--- src/rtl/meter_pkg.sv ---
package meter_pkg;

  // source counts and field widths
  localparam int REF_SRC_N = 4;
  localparam int MSR_SRC_N = 8;
  localparam int REF_SEL_W = 2;
  localparam int MSR_SEL_W = 3;
  localparam int REF_NUM_W = 8;
  localparam int RESULT_W = 24;

  // interrupt source positions
  localparam int IRQ_N = 2;
  localparam int IRQ_DONE = 0;
  localparam int IRQ_RDY = 1;

  // reference edges seen before a switch completes
  localparam logic [1:0] SETTLE_LAST = 2'h1;

  // values after reset, and the tally saturation limit
  localparam logic MODE_EN_RST = 1'h0;
  localparam logic [REF_SEL_W-1:0] REF_SEL_RST = 2'h0;
  localparam logic [MSR_SEL_W-1:0] MSR_SEL_RST = 3'h0;
  localparam logic [REF_NUM_W-1:0] REF_NUM_RST = 8'h00;
  localparam logic [RESULT_W-1:0] RESULT_RST = 24'h00_0000;
  localparam logic [RESULT_W-1:0] COUNT_MAX = 24'hff_ffff;
  localparam logic [IRQ_N-1:0] IRQ_RST = 2'h0;

  typedef enum logic [3:0] {
    ST_IDLE = 4'h1,
    ST_ARM = 4'h2,
    ST_RUN = 4'h4,
    ST_LOAD = 4'h8
  } meas_state_t;

  typedef enum logic [3:0] {
    RS_OFF = 4'h1,
    RS_WAKE = 4'h2,
    RS_ON = 4'h4,
    RS_SLEEP = 4'h8
  } ref_state_t;

endpackage: meter_pkg

--- src/rtl/meter_if.sv ---
`timescale 1ns/10ps
`default_nettype none
interface meter_if;
  import meter_pkg::*;
  // mode write forwarded to the reference switch
  logic mode_wr;
  logic ref_en_w;
  logic [REF_SEL_W-1:0] ref_sel_w;
  // reference switch results
  logic ref_tick;
  logic ref_busy;
  logic ref_ready;
  // edge tally control and result
  logic [MSR_SEL_W-1:0] msr_sel;
  logic cnt_clear;
  logic cnt_run;
  logic [RESULT_W-1:0] cnt_value;

  modport core(output mode_wr, ref_en_w, ref_sel_w, msr_sel, cnt_clear, cnt_run,
    input ref_tick, ref_busy, ref_ready, cnt_value);
  modport sw(input mode_wr, ref_en_w, ref_sel_w, output ref_tick, ref_busy, ref_ready);
  modport tally(input msr_sel, cnt_clear, cnt_run, output cnt_value);
endinterface: meter_if
`default_nettype wire

--- src/rtl/clock_ratio_meter.sv ---
`timescale 1ns/10ps
`default_nettype none
module clock_ratio_meter (
  input wire logic mclk,
  input wire logic rstn,
  input wire logic [meter_pkg::REF_SRC_N-1:0] ref_sources,
  input wire logic [meter_pkg::MSR_SRC_N-1:0] msr_sources,
  input wire logic mode_wr,
  input wire logic wr_ref_enable,
  input wire logic [meter_pkg::REF_SEL_W-1:0] wr_ref_select,
  input wire logic [meter_pkg::MSR_SEL_W-1:0] wr_msr_select,
  input wire logic [meter_pkg::REF_NUM_W-1:0] wr_ref_count,
  input wire logic start_wr,
  input wire logic mask_set_wr,
  input wire logic mask_clr_wr,
  input wire logic pend_clr_wr,
  input wire logic [meter_pkg::IRQ_N-1:0] irq_wdata,
  output logic ref_clock_enable,
  output logic [meter_pkg::REF_SEL_W-1:0] ref_source_select,
  output logic [meter_pkg::MSR_SEL_W-1:0] measured_source_select,
  output logic [meter_pkg::REF_NUM_W-1:0] ref_cycle_count,
  output logic ref_switch_busy,
  output logic meas_busy,
  output logic [meter_pkg::RESULT_W-1:0] result_value,
  output logic [meter_pkg::IRQ_N-1:0] irq_mask,
  output logic [meter_pkg::IRQ_N-1:0] irq_status,
  output logic irq
);
  import meter_pkg::*;

  meter_if ifc();

  meas_state_t state_reg, state_next;
  logic en_reg;
  logic [REF_SEL_W-1:0] ref_sel_reg;
  logic [MSR_SEL_W-1:0] msr_sel_reg;
  logic [REF_NUM_W-1:0] ref_num_reg;
  logic [REF_NUM_W-1:0] num_lat_reg;
  logic [REF_NUM_W-1:0] seen_reg, seen_next;
  logic [RESULT_W-1:0] result_reg;
  logic [IRQ_N-1:0] mask_reg, mask_next;
  logic [IRQ_N-1:0] status_reg, status_next;
  logic [8:0] win_ticks_reg;

  // merge one write into a flag vector; which side wins is the caller's
  function automatic logic [IRQ_N-1:0] merge_bits(
    input logic [IRQ_N-1:0] old,
    input logic [IRQ_N-1:0] set_b,
    input logic [IRQ_N-1:0] clr_b,
    input logic set_wins
  );
    merge_bits = set_wins ? ((old & ~clr_b) | set_b) : ((old | set_b) & ~clr_b);
  endfunction: merge_bits

  // reference switch and edge tally
  ref_switch u_switch (
    .mclk(mclk),
    .rstn(rstn),
    .ref_sources(ref_sources),
    .ms(ifc.sw)
  );

  msr_tally u_tally (
    .mclk(mclk),
    .rstn(rstn),
    .msr_sources(msr_sources),
    .mt(ifc.tally)
  );

  // window bookkeeping
  wire idle = (state_reg == ST_IDLE);
  wire start_ok = start_wr & idle;
  wire [8:0] seen_plus = {1'b0, seen_reg} + 9'h001;
  wire [8:0] num_wide = {1'b0, num_lat_reg};
  // a count of zero behaves as one so the window cannot be empty
  wire win_last = ifc.ref_tick & (seen_plus >= num_wide);
  wire done_evt = (state_reg == ST_LOAD);

  // forward mode writes and tally control
  assign ifc.mode_wr = mode_wr;
  assign ifc.ref_en_w = wr_ref_enable;
  assign ifc.ref_sel_w = wr_ref_select;
  assign ifc.msr_sel = msr_sel_reg;
  // window opens on a reference edge, so a partial period is never counted
  assign ifc.cnt_clear = (state_reg == ST_ARM) & ifc.ref_tick;
  assign ifc.cnt_run = (state_reg == ST_RUN);

  // no halt input exists, so a debug stop never pauses the window
  always_comb begin
    state_next = state_reg;
    unique case (state_reg)
      ST_IDLE: begin
        if (start_ok) begin
          state_next = ST_ARM;
        end
      end
      ST_ARM: begin
        // no timeout: a dead reference leaves this waiting forever
        if (ifc.ref_tick) begin
          state_next = ST_RUN;
        end
      end
      ST_RUN: begin
        if (win_last) begin
          state_next = ST_LOAD;
        end
      end
      ST_LOAD: begin
        state_next = ST_IDLE;
      end
    endcase
  end

  assign seen_next = (state_reg == ST_ARM) ? 8'h00 :
    ((state_reg == ST_RUN && ifc.ref_tick) ? seen_reg + 8'h01 : seen_reg);

  // measurement control and result
  always_ff @(posedge mclk or negedge rstn) begin
    if (!rstn) begin
      state_reg <= ST_IDLE;
      seen_reg <= 8'h00;
      num_lat_reg <= REF_NUM_RST;
      result_reg <= RESULT_RST;
    end else begin
      state_reg <= state_next;
      seen_reg <= seen_next;
      if (start_ok) begin
        num_lat_reg <= ref_num_reg;
      end
      if (done_evt) begin
        // ratio over the latched count gives the frequency in software
        result_reg <= ifc.cnt_value;
      end
    end
  end

  // mode fields; the enable bit mirrors the last write
  always_ff @(posedge mclk or negedge rstn) begin
    if (!rstn) begin
      en_reg <= MODE_EN_RST;
      ref_sel_reg <= REF_SEL_RST;
      msr_sel_reg <= MSR_SEL_RST;
      ref_num_reg <= REF_NUM_RST;
    end else if (mode_wr) begin
      en_reg <= wr_ref_enable;
      ref_sel_reg <= wr_ref_select;
      msr_sel_reg <= wr_msr_select;
      ref_num_reg <= wr_ref_count;
    end
  end

  // interrupt flags: disable beats enable, a new event beats a clear
  assign mask_next = merge_bits(mask_reg, mask_set_wr ? irq_wdata : IRQ_RST,
    mask_clr_wr ? irq_wdata : IRQ_RST, 1'b0);

  wire [IRQ_N-1:0] evt_set;
  wire [IRQ_N-1:0] clr_b = pend_clr_wr ? irq_wdata : IRQ_RST;
  assign evt_set[IRQ_DONE] = done_evt;
  assign evt_set[IRQ_RDY] = ifc.ref_ready;
  assign status_next = merge_bits(status_reg, evt_set, clr_b, 1'b1);

  genvar gi;
  generate
    for (gi = 0; gi < IRQ_N; gi++) begin: g_flag
      // one pending and one mask flop per source
      always_ff @(posedge mclk or negedge rstn) begin
        if (!rstn) begin
          status_reg[gi] <= 1'b0;
          mask_reg[gi] <= 1'b0;
        end else begin
          status_reg[gi] <= status_next[gi];
          mask_reg[gi] <= mask_next[gi];
        end
      end
    end
  endgenerate

  // status and outputs
  assign ref_clock_enable = en_reg;
  assign ref_source_select = ref_sel_reg;
  assign measured_source_select = msr_sel_reg;
  assign ref_cycle_count = ref_num_reg;
  assign ref_switch_busy = ifc.ref_busy;
  assign meas_busy = !idle;
  assign result_value = result_reg;
  assign irq_mask = mask_reg;
  assign irq_status = status_reg;
  assign irq = |(status_reg & mask_reg);

  // checking helper: reference ticks seen since start
  always_ff @(posedge mclk or negedge rstn) begin
    if (!rstn) begin
      win_ticks_reg <= 9'h000;
    end else if (start_ok) begin
      win_ticks_reg <= 9'h000;
    end else if (!idle && ifc.ref_tick) begin
      win_ticks_reg <= win_ticks_reg + 9'h001;
    end
  end

  wire [8:0] expect_ticks = ((num_lat_reg == 8'h00) ? 9'h001 : num_wide) + 9'h001;
endmodule: clock_ratio_meter
`default_nettype wire

--- src/rtl/msr_tally.sv ---
`timescale 1ns/10ps
`default_nettype none
module msr_tally (
  input wire logic mclk,
  input wire logic rstn,
  input wire logic [meter_pkg::MSR_SRC_N-1:0] msr_sources,
  meter_if.tally mt
);
  import meter_pkg::*;

  logic src_q_reg, src_prev_reg;
  logic [RESULT_W-1:0] count_reg, count_next;

  // measured clock must stay below half of mclk to be counted
  wire msr_edge = src_q_reg & ~src_prev_reg;
  wire can_step = mt.cnt_run & msr_edge & (count_reg != COUNT_MAX);

  // saturate instead of wrapping so an overflow reads as full scale
  assign count_next = mt.cnt_clear ? RESULT_RST :
    (can_step ? count_reg + 24'h00_0001 : count_reg);

  always_ff @(posedge mclk or negedge rstn) begin
    if (!rstn) begin
      src_q_reg <= 1'h0;
      src_prev_reg <= 1'h0;
      count_reg <= RESULT_RST;
    end else begin
      src_q_reg <= msr_sources[mt.msr_sel];
      src_prev_reg <= src_q_reg;
      count_reg <= count_next;
    end
  end

  assign mt.cnt_value = count_reg;
endmodule: msr_tally
`default_nettype wire

--- src/rtl/ref_switch.sv ---
`timescale 1ns/10ps
`default_nettype none
module ref_switch (
  input wire logic mclk,
  input wire logic rstn,
  input wire logic [meter_pkg::REF_SRC_N-1:0] ref_sources,
  meter_if.sw ms
);
  import meter_pkg::*;

  ref_state_t state_reg, state_next;
  logic [REF_SEL_W-1:0] sel_reg, sel_next;
  logic [1:0] settle_reg, settle_next;
  logic src_q_reg, src_prev_reg, ready_reg;

  // edges of the selected source; a stopped source gives none
  wire src_edge = src_q_reg & ~src_prev_reg;
  wire settle_done = src_edge & (settle_reg == SETTLE_LAST);
  wire in_switch = (state_reg == RS_WAKE) | (state_reg == RS_SLEEP);

  // selection only taken while off, so a change must pass a full disable
  assign sel_next = (ms.mode_wr & ms.ref_en_w & (state_reg == RS_OFF)) ?
    ms.ref_sel_w : sel_reg;
  assign settle_next = (ms.mode_wr | !in_switch) ? 2'h0 :
    (src_edge ? settle_reg + 2'h1 : settle_reg);

  // every enable write restarts a switch toward the written value
  always_comb begin
    state_next = state_reg;
    if (ms.mode_wr) begin
      state_next = ms.ref_en_w ? RS_WAKE : RS_SLEEP;
    end else if (settle_done && state_reg == RS_WAKE) begin
      state_next = RS_ON;
    end else if (settle_done && state_reg == RS_SLEEP) begin
      state_next = RS_OFF;
    end
  end

  always_ff @(posedge mclk or negedge rstn) begin
    if (!rstn) begin
      state_reg <= RS_OFF;
      sel_reg <= REF_SEL_RST;
      settle_reg <= 2'h0;
      src_q_reg <= 1'h0;
      src_prev_reg <= 1'h0;
      ready_reg <= 1'h0;
    end else begin
      state_reg <= state_next;
      sel_reg <= sel_next;
      settle_reg <= settle_next;
      src_q_reg <= ref_sources[sel_reg];
      src_prev_reg <= src_q_reg;
      ready_reg <= in_switch & settle_done & !ms.mode_wr;
    end
  end

  assign ms.ref_busy = in_switch;
  assign ms.ref_ready = ready_reg;
  assign ms.ref_tick = (state_reg == RS_ON) & src_edge;
endmodule: ref_switch
`default_nettype wire

--- config.mk ---
export PLATFORM = sky130hd
export DESIGN_NAME = clock_ratio_meter
export DESIGN_NICKNAME = d
export VERILOG_FILES = /design/src/rtl/meter_pkg.sv /design/src/rtl/meter_if.sv /design/src/rtl/clock_ratio_meter.sv /design/src/rtl/msr_tally.sv /design/src/rtl/ref_switch.sv
export SDC_FILE = /design/constraint.sdc
export NUM_CORES = 1
export LEC_CHECK = 0
export BUFFER_PORTS_ARGS = -buffer_cell sky130_fd_sc_hd__buf_2
export CORE_MARGIN = 4
export CORE_UTILIZATION = 33
export CTS_BUF_LIST = sky130_fd_sc_hd__clkbuf_8
export CTS_CLUSTER_DIAMETER = 150
export DETAILED_ROUTE_END_ITERATION = 8
export MAX_ROUTING_LAYER = met4
export PLACE_DENSITY = 0.56
export SYNTH_ARGS = -nofsm -noshare
export SYNTH_HDL_FRONTEND = slang
export SYNTH_SLANG_ARGS = --single-unit
--- constraint.sdc ---
create_clock -name mclk -period 2.6 [get_ports mclk]
set_input_delay 0.78 -clock mclk [delete_from_list [all_inputs] [get_ports mclk]]
set_output_delay 0.78 -clock mclk [all_outputs]
set_load 0.02 [all_outputs]
## After elaboration in Yosys (flattened, before gate mapping)

Index checks and enable logic that the tools add are counted.

- Register bits after elaboration: 99
- Latch bits: 0
- Memory bits (writable): 0
- Memory bits (read-only): 0
- Output and inout bits: 45
- Word-level logic and storage cells: 98
- Memories: 0

- Add/sub/neg operators: 4
- $mul: 0
- Div/mod/pow operators: 0
- Magnitude comparators: 3
- Equal/unequal tests: 13
- Shifts and indexed selects: 0
- Multiplexer cells: 21
- Bitwise operators: 24
- Reduce and logical (&&, ||, !) cells: 12

Operator list:

| kind | number |
|---|---|
| $mux 24 | 2 |
| $mux 4 | 7 |
| $add 24x1->24 const B | 1 |
| $ne 24x24->1 const B | 1 |
| $mux 8 | 2 |
| $pmux 4 s4 | 1 |
| $and 1x1->1 | 13 |
| $mux 2 | 5 |
| $add 8x1->9 const B | 1 |
| $ge 9x8->1 | 1 |
| $add 8x1->8 const B | 1 |
| $eq 4x1->1 const B | 2 |
| $eq 4x2->1 const B | 2 |
| $eq 4x3->1 const B | 2 |
| $eq 4x4->1 const B | 2 |
| $and 2x2->2 | 3 |
| $reduce_bool 2->1 | 3 |
| $lt 3x4->1 const B | 1 |
| $ne 2x2->1 const B | 2 |
| $not 2->2 | 2 |
| $or 2x2->2 | 2 |
| $bmux 1 s3 | 1 |
| $logic_and 1x1->1 | 3 |
| $logic_not 1->1 | 3 |
| other kinds (11) | 14 |

## Longest topological paths before layout

- Depth after elaboration: 7
- Mapped depth: 10
- Gate-level depth less buffers: 10

## Modules after synthesis

Synthesis repeated with hierarchy kept, for this count alone.

- Cell total of the unflattened synthesis: 403
- Area total of the unflattened synthesis: 4,810.9 um2

Modules (own cells, without submodules):

| module | times used | cells each | area each (um2) |
|---|---|---|---|
| clock_ratio_meter | 1 | 207 | 2,755.1 |
| msr_tally | 1 | 152 | 1,546.5 |
| ref_switch | 1 | 44 | 509.2 |

## Worst setup path before layout

Ideal clock, no wire load.

- Kind: register to register
- From: reg state_reg[1]
- To: reg u_tally.count_reg[22], in the netlist u_tally.mt.cnt_value[22]
- Library setup time: 77 ps
- Arrival time: 2,003 ps
- Setup slack: 520 ps
- Cell stages (with the launch flop): 7
- Buffers on the path: 1
- Clock period less this slack: 2,080 ps
- Cells stage by stage: dfrtp_1 nor4b_4 nand4_2 or4_1 buf_2 or4_1 a21oi_1

- Cells in the longest elaborated chain, start to end: 4
- Elaborated cells between the ends (all ways): 7
- Classes of those cells: eq/ne (2); mux (1); bitwise (3); reduce/logical (1)

Ends and longest elaborated chain:

| item | line | text |
|---|---|---|
| start: declaration | clock_ratio_meter.sv:33 | `meas_state_t state_reg, state_next;` |
| start signal: assignment | clock_ratio_meter.sv:125 | `state_reg <= state_next;` |
| $eq 4x3->1 | clock_ratio_meter.sv:86 | `assign ifc.cnt_run = (state_reg == ST_RUN);` |
| $and 1x1->1 (2 in series) | msr_tally.sv:16 | `wire can_step = mt.cnt_run & msr_edge & (count_reg != COUNT_MAX);` |
| $reduce_bool 2->1 (no source line) | -- |  |
| end signal: assignment | msr_tally.sv:30 | `count_reg <= count_next;` |
| end: declaration | msr_tally.sv:12 | `logic [RESULT_W-1:0] count_reg, count_next;` |

Parallel ways exist; a longest one is shown, timed or not.
A chain may end at the register's enable or synchronous reset.

## Final worst setup path

- From: reg u_switch.state_reg[3]
- To: out ref_switch_busy

- Cells in the longest elaborated chain, start to end: 2
- Elaborated cells between the ends (all ways): 3
- Classes of those cells: eq/ne (2); bitwise (1)

Ends and longest elaborated chain:

| item | line | text |
|---|---|---|
| start: declaration | ref_switch.sv:11 | `ref_state_t state_reg, state_next;` |
| start signal: assignment | ref_switch.sv:48 | `state_reg <= state_next;` |
| $eq 4x2->1 or $eq 4x4->1 (tied branches) | ref_switch.sv:19 | `wire in_switch = (state_reg == RS_WAKE) \| (state_reg == RS_SLEEP);` |
| $or 1x1->1 (*) | ref_switch.sv:19 |  |
| end: declaration | clock_ratio_meter.sv:22 | `output logic ref_switch_busy,` |

Mark *: on every way between the ends. The rest lies on a longest branch, timed or not.

==> reports/qor.yml <==
status: "finished clean"
hold_path_end: "u_tally.src_prev_reg$_DFF_PN0_"
met1_length_um: 4320
critical_path_arrival_ns: 1.56
port_buffers: 79
grt_overflow: 0
final_area_um2: 5470
p_clk_share_pct: 37.1
worst_setup_path_start_kind: "register"
yosys-top-cells-area: "dfrtp_1 (52%), mux2_2 (12%), ha_1 (3.0%)"
clk_latency_ns: 0.37
cts_htree_levels: 3
area_growth_pct: 18.2
combPwrFrac_pct: 7.5
setup_viol: 0
gp_congestion: 0.812
ys_seq_area_share_pct: 53.5
routed_via_density: 5.00
final_cell_mix: "dfrtp_1 (97), buf_2 (78), mux2_2 (49)"
drt_first_pass_iters: 4
p_seq_share_pct: 55.4
dieArea_um2: 16000
die_height_um: 126
ant_nets: 0
grt_pass1_vias: 3342
maxSlewViolCount: 0
antenna_found_initial: 0
synth_edf_count: 0
synth.net_count: 445
setup.worst_path.end_class: "primary output"
p_per_area_nw_per_um2: 532
initial_utilization_pct: 33.5
clockBufferDepth: 2
clock-root-buffer: "clkbuf_8"
min_from: "u_tally.src_q_reg$_DFF_PN0_"
routedWlPerCell_um: 14.1
track_usage_pct: 12.7
required_ns: 1.82
worstReg2RegEnd: "seen_reg[7]$_DFFE_PN0P_"
p_leak_nw: 2.59
grt_pass1_wl_um: 16100
fmax_ghz: 0.428
switchingPower_mw: 0.698
post_cts_buffers: 0
synth_top_area_share_pct: 52.4
num_vias: 3331
rsz0062_at_grt: "false"
tightest_slew_ns: 0.694
finalClockSkew_ns: 0.00932
synth_cell_type_count: 50
nets: 527
io-pin-count: 80
wl_met3_um: 572
drive_above_1_share_pct: 34.4
synthFlopType: "dfrtp_1"
p_int_mw: 2.22
async_flop_share_pct: 100
antenna_cells: 0
cts_hold_buf: 0
tns_ns: 0
dpl.hpwl_um: 6720
core_area_um2: 13800
yosysWarnings: 0
post-route-drc-count: 0
ys_ff_latch: 99
dpl_cell_area_um2: 5260
r2r_slack_ns: 0.38
syn_area_um2: 4630
holdPathStages: 0
p_sw_share_pct: 24.0
yosysTopAreaCell: "dfrtp_1"
highest_layer: "met4"
cts_buffers: 9
max_cap_viol_count: 0
dr_wl_met2_um: 4390
dpl_worst_slack_ns: 0.390
fp.dieW_um: 126
syn-instance-count: 399
critPathKind: "register to primary output"
cts_resized: 0
ir_worst_vdd_mv: 0.365
hold_viol: 0
row_count: 43
cts_sinks: 99
timing.final.crit_share_pct: 89.9
cts_tree: "yes"
final_common_cell: "dfrtp_1"
hp-class: "register to register"
grt_start_max_net_pins: 100
wirelength_um: 9410
maxSlewHeadroom_pct: 53.3
r2r-start: "u_switch.state_reg[1]$_DFFE_PN0P_"
period_needed_ns: 2.34
fin_ws_ns: 0.263
reg2regPathDepth: 3
drtIter0Drc: 186
path_max_fanout: 6
postSynthAreaPerCell_um2: 11.6
cts.clk_slew.worst_paths_ns: 0.09
-- worst max-delay path by stage --
stage,from,end,slack [ns],depth (start not counted)
3_3_place_gp,u_switch.state_reg[1]$_DFFE_PN0P_,seen_reg[7]$_DFFE_PN0P_,0.43,3
2_1_floorplan,state_reg[1]$_DFFE_PN0P_,u_tally.mt.cnt_value[22]$_DFFE_PN0P_,0.52,6
3_5_place_dp,u_switch.state_reg[1]$_DFFE_PN0P_,seen_reg[7]$_DFFE_PN0P_,0.39,3
5_1_grt,u_switch.state_reg[3]$_DFFE_PN0P_,ref_switch_busy,0.14,4
4_1_cts,u_switch.state_reg[3]$_DFFE_PN0P_,ref_switch_busy,0.22,4
6_report,u_switch.state_reg[3]$_DFFE_PN0P_,ref_switch_busy,0.26,4
-- cells in the mapped netlist, types with 4 or more instances --
| cell | count |
|---|---|
| inv_1 | 15 |
| nand2_1 | 27 |
| a21o_1 | 4 |
| clkbuf_1 | 7 |
| nand4_1 | 7 |
| nor2_1 | 18 |
| and3_1 | 5 |
| nor3_1 | 6 |
| nand3_1 | 22 |
| or3_1 | 11 |
| or4_1 | 7 |
| o211ai_1 | 4 |
| a21oi_1 | 21 |
| xor2_1 | 6 |
| ha_1 | 11 |
| xnor2_1 | 8 |
| nand2b_1 | 7 |
| buf_2 | 5 |
| mux2_2 | 49 |
| dfrtp_1 | 97 |
| o21ai_0 | 15 |
| o31ai_1 | 4 |
-- metal layers --
layer / global-route usage [%] / vias to the layer above
met5: - / -
met3: 4.25 / 10
met2: 20.1 / 87
li1: - / 1619
met4: 3.47 / 0
met1: 15.5 / 1615
-- kinds of logic (layout without fill, tap and decap cells) --
group                    Yosys count  in the layout  synth area share, %
XOR/XNOR                          14             14                 2.65
multiplexers                      54             54                 13.8
flip-flops                        99             99                 53.5
buffers and inverters             30            117                 2.73
AO/OA/AOI/OAI                     58             58                 7.78
AND/OR/NAND/NOR                  133            133                 16.5
adder cells (fa/ha/maj)           11             11                 2.97
-- critical path: stages, from the launching register on --
cell and delay [ns]:
dfrtp_1 0.44, xnor2_1 0.14, or3_1 0.34, inv_1 0.10
buf_2 0.16
-- cell type report --
type,count,area [um2]
timing repair buffer,86,463
fill,1346,8350
tap,180,225
sequential,99,2480
clock inverter,7,91.3
inverter,15,56.3
clock buffer,9,124
multi-input combinational,270,2030
-- power groups by stage --
stage / Clock, mW / Combinational, mW / Sequential (mW)
2_1_floorplan: 0 / 0.0846 / 1.67
3_3_place_gp: 0 / 0.222 / 1.64
3_5_place_dp: 0 / 0.225 / 1.64
4_1_cts: 1.13 / 0.226 / 1.61
5_1_grt: 1.20 / 0.243 / 1.62
6_report: 1.08 / 0.220 / 1.61
-- per-stage QoR --
step / hold WS (ns) / power [mW] / util, % / cells
6_report: 0.380 / 2.91 / 39.6 / 666
2_1_floorplan: 0.347 / 1.76 / - / 399
3_3_place_gp: 0.363 / 1.86 / 38.0 / 650
4_1_cts: 0.388 / 2.97 / 39.6 / 666
5_1_grt: 0.414 / 3.07 / 39.6 / 666
3_5_place_dp: 0.366 / 1.87 / 38.0 / 650
Power figures use the tool's default switching activity.
